--- src/hw/rdc_pkg.sv ---
// constants and types shared by the lane configuration register bank
package rdc_pkg;

    // ****************************************
    // register map
    // ****************************************
    localparam logic [7:0] ADDR_LANE2_SIGNAL_DETECT_THRESHOLD   = 8'h20;
    localparam logic [7:0] ADDR_RSVD_LOW      = 8'h21;
    localparam logic [7:0] ADDR_RSVD_HIGH     = 8'h22;
    localparam logic [7:0] ADDR_LANE3_DETECT  = 8'h23;
    localparam logic [7:0] ADDR_LANE3_BOOST   = 8'h24;
    localparam logic [7:0] ADDR_LANE3_SWING   = 8'h25;
    localparam logic [7:0] ADDR_LANE3_STATUS  = 8'h26;

    localparam logic [7:0] RST_LANE2_SIGNAL_DETECT_THRESHOLD    = 8'h00;
    localparam logic [7:0] RST_LANE3_DETECT   = 8'h00;
    localparam logic [7:0] RST_LANE3_BOOST    = 8'h2f;
    localparam logic [7:0] RST_LANE3_SWING    = 8'had;

    // ****************************************
    // field positions
    // ****************************************
    localparam int SD_ASSERT_LSB    = 2;
    localparam int SD_DEASSERT_LSB  = 0;
    localparam int DETECT_LSB       = 2;
    localparam int SHORT_PROT_BIT   = 7;
    localparam int SWING_LSB        = 0;
    localparam int STATUS_TERM_BIT  = 7;

    // ****************************************
    // probe timing
    // ****************************************
    localparam int PROBE_INTERVAL_MS   = 12;
    localparam int CLK_KHZ             = 200000;
    localparam int PROBE_INTERVAL_CYC  = PROBE_INTERVAL_MS * CLK_KHZ;
    localparam int PROBE_LIMIT         = 50;
    localparam int TIMER_W             = 22;
    localparam int PROBE_CNT_W         = 6;

    typedef enum logic [1:0] {
        DET_HIZ   = 2'b00,
        DET_AUTO  = 2'b01,
        DET_LOOP  = 2'b10,
        DET_FORCE = 2'b11
    } rdc_mode_e;

    // gray order along hiz -> wait -> terminated, give-up off the side
    typedef enum logic [1:0] {
        ST_HIZ    = 2'b00,
        ST_WAIT   = 2'b01,
        ST_TERM   = 2'b11,
        ST_GAVEUP = 2'b10
    } rdc_state_e;

    typedef struct packed {
        logic [1:0] sd_assert;
        logic [1:0] sd_deassert;
        logic [7:0] boost_setting;
        logic       short_prot_en;
        logic [2:0] output_swing;
    } rdc_lane_cfg_s;

endpackage

--- src/hw/rdc_lane_regs.sv ---
// lane configuration registers with receiver presence probe sequencer
`timescale 1ns/100ps
module rdc_lane_regs #(
    parameter int PROBE_INTERVAL_CYC = rdc_pkg::PROBE_INTERVAL_CYC
) (
    input  wire logic                   clk,
    input  wire logic                   sys_rst,
    input  wire logic                   reg_wr_en,
    input  wire logic [7:0]             reg_addr,
    input  wire logic [7:0]             reg_wdata,
    output logic      [7:0]             reg_rdata_q,
    input  wire logic                   override_signal_detect_threshold,
    input  wire logic                   override_detect,
    input  wire logic [3:0]             signal_detect_threshold_strap,
    input  wire logic [1:0]             detect_strap,
    input  wire logic                   far_end_found,
    output logic                        probe_pulse_q,
    output logic                        term_50ohm_q,
    output rdc_pkg::rdc_lane_cfg_s      lane_cfg_q
);

    // ****************************************
    // pin synchronisers
    // ****************************************
    logic [3:0] sd_strap_m_q;
    logic [3:0] sd_strap_q;
    logic [1:0] det_strap_m_q;
    logic [1:0] det_strap_q;
    logic       found_m_q;
    logic       found_q;

    always_ff @(posedge clk or posedge sys_rst) begin
        if (sys_rst) begin
            sd_strap_m_q  <= 4'h0;
            sd_strap_q    <= 4'h0;
            det_strap_m_q <= 2'h0;
            det_strap_q   <= 2'h0;
            found_m_q     <= 1'b0;
            found_q       <= 1'b0;
        end else begin
            sd_strap_m_q  <= signal_detect_threshold_strap;
            sd_strap_q    <= sd_strap_m_q;
            det_strap_m_q <= detect_strap;
            det_strap_q   <= det_strap_m_q;
            found_m_q     <= far_end_found;
            found_q       <= found_m_q;
        end
    end

    // ****************************************
    // register file
    // ****************************************
    logic [7:0] signal_detect_threshold_q;
    logic [7:0] detect_q;
    logic [7:0] boost_q;
    logic [7:0] swing_q;
    logic       detect_wr;

    assign detect_wr = reg_wr_en && (reg_addr == rdc_pkg::ADDR_LANE3_DETECT);

    // reserved bits are stored as written; swing bits 6:3 rely on the host writing 0101
    always_ff @(posedge clk or posedge sys_rst) begin
        if (sys_rst) begin
            signal_detect_threshold_q  <= rdc_pkg::RST_LANE2_SIGNAL_DETECT_THRESHOLD;
            detect_q <= rdc_pkg::RST_LANE3_DETECT;
            boost_q  <= rdc_pkg::RST_LANE3_BOOST;
            swing_q  <= rdc_pkg::RST_LANE3_SWING;
        end else if (reg_wr_en) begin
            if (reg_addr == rdc_pkg::ADDR_LANE2_SIGNAL_DETECT_THRESHOLD) begin
                signal_detect_threshold_q <= reg_wdata;
            end else if (reg_addr == rdc_pkg::ADDR_LANE3_DETECT) begin
                detect_q <= reg_wdata;
            end else if (reg_addr == rdc_pkg::ADDR_LANE3_BOOST) begin
                boost_q <= reg_wdata;
            end else if (reg_addr == rdc_pkg::ADDR_LANE3_SWING) begin
                swing_q <= reg_wdata;
            end
        end
    end

    // ****************************************
    // read path
    // ****************************************
    logic [7:0] rdata_d;

    always_comb begin
        rdata_d = 8'h00;
        if (reg_addr == rdc_pkg::ADDR_LANE2_SIGNAL_DETECT_THRESHOLD) begin
            rdata_d = signal_detect_threshold_q;
        end else if (reg_addr == rdc_pkg::ADDR_LANE3_DETECT) begin
            rdata_d = detect_q;
        end else if (reg_addr == rdc_pkg::ADDR_LANE3_BOOST) begin
            rdata_d = boost_q;
        end else if (reg_addr == rdc_pkg::ADDR_LANE3_SWING) begin
            rdata_d = swing_q;
        end else if (reg_addr == rdc_pkg::ADDR_LANE3_STATUS) begin
            rdata_d[rdc_pkg::STATUS_TERM_BIT] = term_50ohm_q;
        end
    end

    always_ff @(posedge clk or posedge sys_rst) begin
        if (sys_rst) begin
            reg_rdata_q <= 8'h00;
        end else begin
            reg_rdata_q <= rdata_d;
        end
    end

    // ****************************************
    // effective lane settings
    // ****************************************
    logic [3:0]          sd_src;
    rdc_pkg::rdc_mode_e  mode;
    rdc_pkg::rdc_mode_e  mode_q;

    assign sd_src = override_signal_detect_threshold ? signal_detect_threshold_q[3:0] : sd_strap_q;
    assign mode   = rdc_pkg::rdc_mode_e'(override_detect
                    ? detect_q[rdc_pkg::DETECT_LSB +: 2] : det_strap_q);

    always_ff @(posedge clk or posedge sys_rst) begin
        if (sys_rst) begin
            lane_cfg_q <= '0;
            mode_q     <= rdc_pkg::DET_HIZ;
        end else begin
            lane_cfg_q.sd_assert     <= sd_src[rdc_pkg::SD_ASSERT_LSB +: 2];
            lane_cfg_q.sd_deassert   <= sd_src[rdc_pkg::SD_DEASSERT_LSB +: 2];
            lane_cfg_q.boost_setting <= boost_q;
            lane_cfg_q.short_prot_en <= swing_q[rdc_pkg::SHORT_PROT_BIT];
            lane_cfg_q.output_swing  <= swing_q[rdc_pkg::SWING_LSB +: 3];
            mode_q                   <= mode;
        end
    end

    // ****************************************
    // probe sequencer
    // ****************************************
    localparam logic [rdc_pkg::TIMER_W-1:0] TIMER_LAST =
        rdc_pkg::TIMER_W'(PROBE_INTERVAL_CYC - 1);
    localparam logic [rdc_pkg::PROBE_CNT_W-1:0] PROBE_MAX =
        rdc_pkg::PROBE_CNT_W'(rdc_pkg::PROBE_LIMIT);

    rdc_pkg::rdc_state_e            state_q;
    logic [rdc_pkg::TIMER_W-1:0]    timer_q;
    logic [rdc_pkg::PROBE_CNT_W-1:0] probes_q;
    logic                           restart;
    logic                           tick;

    // a mode change from a strap or override counts as a rewrite too
    assign restart = detect_wr || (mode != mode_q);
    assign tick    = (timer_q == TIMER_LAST);

    always_ff @(posedge clk or posedge sys_rst) begin
        if (sys_rst) begin
            timer_q <= '0;
        end else if (restart || tick || state_q != rdc_pkg::ST_WAIT) begin
            timer_q <= '0;
        end else begin
            timer_q <= timer_q + 1'b1;
        end
    end

    always_ff @(posedge clk or posedge sys_rst) begin
        if (sys_rst) begin
            state_q       <= rdc_pkg::ST_HIZ;
            probes_q      <= '0;
            probe_pulse_q <= 1'b0;
        end else begin
            probe_pulse_q <= 1'b0;
            if (restart) begin
                probes_q <= '0;
                case (mode)
                    rdc_pkg::DET_HIZ:   state_q <= rdc_pkg::ST_HIZ;
                    rdc_pkg::DET_FORCE: state_q <= rdc_pkg::ST_TERM;
                    default:            state_q <= rdc_pkg::ST_WAIT;
                endcase
            end else begin
                case (state_q)
                    rdc_pkg::ST_WAIT: begin
                        if (found_q) begin
                            state_q <= rdc_pkg::ST_TERM;
                        end else if (tick) begin
                            // limit hit after the 50th probe's interval: give up
                            if (mode == rdc_pkg::DET_AUTO && probes_q == PROBE_MAX) begin
                                state_q <= rdc_pkg::ST_GAVEUP;
                            end else begin
                                probe_pulse_q <= 1'b1;
                                if (mode == rdc_pkg::DET_AUTO) begin
                                    probes_q <= probes_q + 1'b1;
                                end
                            end
                        end
                    end
                    default: state_q <= state_q;
                endcase
            end
        end
    end

    always_ff @(posedge clk or posedge sys_rst) begin
        if (sys_rst) begin
            term_50ohm_q <= 1'b0;
        end else begin
            term_50ohm_q <= (state_q == rdc_pkg::ST_TERM);
        end
    end
endmodule

--- config.mk ---
export PLATFORM = sky130hd
export DESIGN_NAME = rdc_lane_regs
export DESIGN_NICKNAME = d
export VERILOG_FILES = /design/src/hw/rdc_pkg.sv /design/src/hw/rdc_lane_regs.sv
export SDC_FILE = /design/constraint.sdc
export NUM_CORES = 1
export LEC_CHECK = 0
export BUFFER_PORTS_ARGS = -buffer_cell sky130_fd_sc_hd__buf_2
export CORE_MARGIN = 3
export CORE_UTILIZATION = 57
export DETAILED_ROUTE_END_ITERATION = 16
export PLACE_DENSITY = 0.86
export SLEW_MARGIN = 20
export SYNTH_ARGS = -nofsm -noshare
export SYNTH_HDL_FRONTEND = slang
export SYNTH_SLANG_ARGS = --single-unit
--- constraint.sdc ---
create_clock -name clk -period 3.7 [get_ports clk]
set_input_delay 0.74 -clock clk [delete_from_list [all_inputs] [get_ports clk]]
set_output_delay 0.74 -clock clk [all_outputs]
set_load 0.01 [all_outputs]
==> out/qor.yml <==
place:
  io_buffers: 53
  dpl_cell_area_mm2: 0.00481
  pre_cts_ws_ns: 0.680
  place_congestion: 0.823
  hpwlAfterDp_um: 6070
detailed_routing:
  wl_met1_um: 3710
  drt_pass1_iterations: 4
  vias: 3025
  wl_met3_um: 409
  postRouteAntennaNets: 0
  wire_per_inst_um: 17.0
  dr_wl_met2_um: 4470
  maxUsedRoutingLayer: "met4"
  wirelength_um: 8690
  viasPerCell: 5.92
  route.detailed.drc: 0
  first_iter_violations: 111
clocking:
  cts-root-buf: "clkbuf_8"
  insertion_delay_ns: 0.36
  h-tree-depth: 3
  cts.sinks: 104
  cts-buffers-inserted: 9
  path_clk_slew_ns: 0.09
  cts_resized: 0
  hold_buffers: 0
  clockBufferDepth: 2
  tritoncts: "done"
  cts_setup_buffers: 0
cells_and_area:
  final_cell_mix: "94 x dfrtp_1, 53 x buf_2, 28 x mux2_2"
  final_core_util_pct: 67.6
  fillers: 567
  final_common_cell: "dfrtp_1"
  drive_gt1_share_pct: 31.3
  layout.nets: 438
  antennaDiodeCount: 0
  area_growth_pct: 12.6
  final_area_mm2: 0.00500
floorplan:
  coreArea_mm2: 0.00741
  io_pins: 54
  die_w_um: 94.3
  start_util_pct: 60.0
  die_y_um: 94.3
  num_rows: 31
  dieArea_mm2: 0.00889
synthesis:
  synth_cell_types: 56
  synthAdderAreaFrac_pct: 0.844
  synth-async-reset-ratio_pct: 100
  synth_edf_count: 0
  synthMuxAreaShare_pct: 12.3
  synth_top_family_by_area: "simple AND/OR/NAND/NOR gates"
  ys_seq_area_share_pct: 58.8
  synth_compound_area_share_pct: 8.42
  syn-cell-area_mm2: 0.00445
  synth_nets: 384
  synth_xor_area_share_pct: 2.76
  syn_inst: 353
  ys_ff_latch: 104
  ys.flop_type: "dfrtp_1"
  syn_area_per_cell_um2: 12.6
  synth_simple_gate_area_share_pct: 14.1
  yosysWarnings: 0
global_routing:
  grt_antenna_before_repair: 0
  grt.overflow.total: 0
  grt_start_max_net_pins: 79
  grt_pass1_wl_um: 14500
  first_global_vias: 3015
  grt_usage_pct: 21.2
timing:
  tns_ns: 0
  hold_violations: 0
  timing.hold.ws_ns: 0.355
  fin_ws_ns: 1.04
  post-route-min-period_ns: 2.66
  finalSetupViolations: 0
  max_freq_ghz: 0.376
  worst_slew_pin_slew_ns: 0.916
  clock_skew_ns: 0.00664
  final_max_slew_viol_count: 0
  slew_headroom_pct: 38.9
  min_period_over_period_pct: 71.9
  rsz0062_at_grt: "no"
critical_path:
  cp-end-kind: "flop"
  critical_path_required_ns: 3.95
  rrSetupSlack_ns: 1.14
  cp-start-kind: "input port"
  cp.arrival_ns: 2.91
  ff2ff_path_depth: 5
  critPathKind: "in -> reg"
  crit_path_max_fanout: 9
pwr:
  cellPowerDensity_mw_per_mm2: 411
  ir_drop_uv: 294
  p_leak_uw: 0.00226
run:
  drv_cap: 0
outcome:
  outcome: "completed"
hold_path:
  min_path_cells: 0
  hp-class: "reg -> reg"
## synthesized netlist by cell type (7+ instances only)
library cell / count / share of area [%]
nor3_1: 21 / 2.4
xnor2_1: 12 / 2.4
or4_1: 8 / 1.4
inv_1: 14 / 1.2
nand2_1: 10 / 0.84
nand3_1: 9 / 1.0
clkbuf_1: 10 / 0.84
mux2_4: 8 / 2.7
or3_1: 7 / 0.99
mux2i_1: 11 / 2.5
a22oi_1: 7 / 1.2
o22ai_1: 8 / 1.1
a211oi_1: 9 / 1.5
mux2_2: 28 / 7.1
dfrtp_1: 94 / 53
o21ai_0: 9 / 1.0
nor2_1: 9 / 0.76
dfstp_2: 10 / 5.9
## path summary, 6_finish.rpt
path,start,to
max,reg_addr[4],signal_detect_threshold_q[4]
min,det_strap_m_q[1],det_strap_q[1]
max reg2reg,timer_q[0],probes_q[3]
min reg2reg,det_strap_m_q[1],det_strap_q[1]
max in group asynchronous,sys_rst,swing_q[2]
min in group asynchronous,sys_rst,lane_cfg_q[12]
## flip-flops by register name (all words and copies together) (netlist names), 4 cells and up
| register | count |
|---|---|
| reg_rdata_q | 8 |
| swing_q | 8 |
| sd_strap_m_q | 4 |
| timer_q | 22 |
| lane_cfg_q | 16 |
| signal_detect_threshold_q | 8 |
| sd_strap_q | 4 |
| boost_q | 8 |
| detect_q | 8 |
| probes_q | 6 |
## per-stage QoR
| step | instances | power (uW) |
|---|---|---|
| 2_1_floorplan | 353 | 1320 |
| 3_3_place_gp | 495 | 1380 |
| 3_5_place_dp | 495 | 1390 |
| 4_1_cts | 511 | 2080 |
| 5_1_grt | 511 | 2150 |
| 6_report | 511 | 2060 |
## cell type report
cell class	instances	area (um2)	share of cell area, %
clock buffers	11	131	2.63
clock inverters	5	63.8	1.28
inverters	14	55.1	1.10
multi-input cells	220	1710	34.2
flip-flops and latches	104	2620	52.3
well taps	99	124	2.48
repair buffers	58	303	6.05
## layer usage
| layer | vias to the layer above | GRT usage [%] |
|---|---|---|
| met5 | - | 0 |
| met4 | 0 | 6.62 |
| met3 | 11 | 5.53 |
| met2 | 65 | 35.1 |
| met1 | 1531 | 27.5 |
| li1 | 1418 | - |
## report_power, final
| group | switching, uW | total, uW | internal (uW) |
|---|---|---|---|
| logic | 102 | 165 | 63.4 |
| clock network | 370 | 690 | 319 |
| registers | 24.3 | 1200 | 1180 |
## cell families (layout without fill, tap and decap cells)
| family | count (synthesis) | count (layout) |
|---|---|---|
| adders and majority gates | 3 | 3 |
| buffers and inverters | 29 | 88 |
| xor gates and xnor gates | 14 | 14 |
| DFF | 104 | 104 |
| muxes | 47 | 47 |
| and+or+nand+nor | 103 | 103 |
| AOI/OAI and AO/OA | 53 | 53 |
## worst max-delay path, cell delays in order
cell    delay [ns]
buf_2         0.10
or4b_4        0.54
or4_1         0.62
or3b_4        0.57
mux2_4        0.34
(Power assumes the default switching activity.)
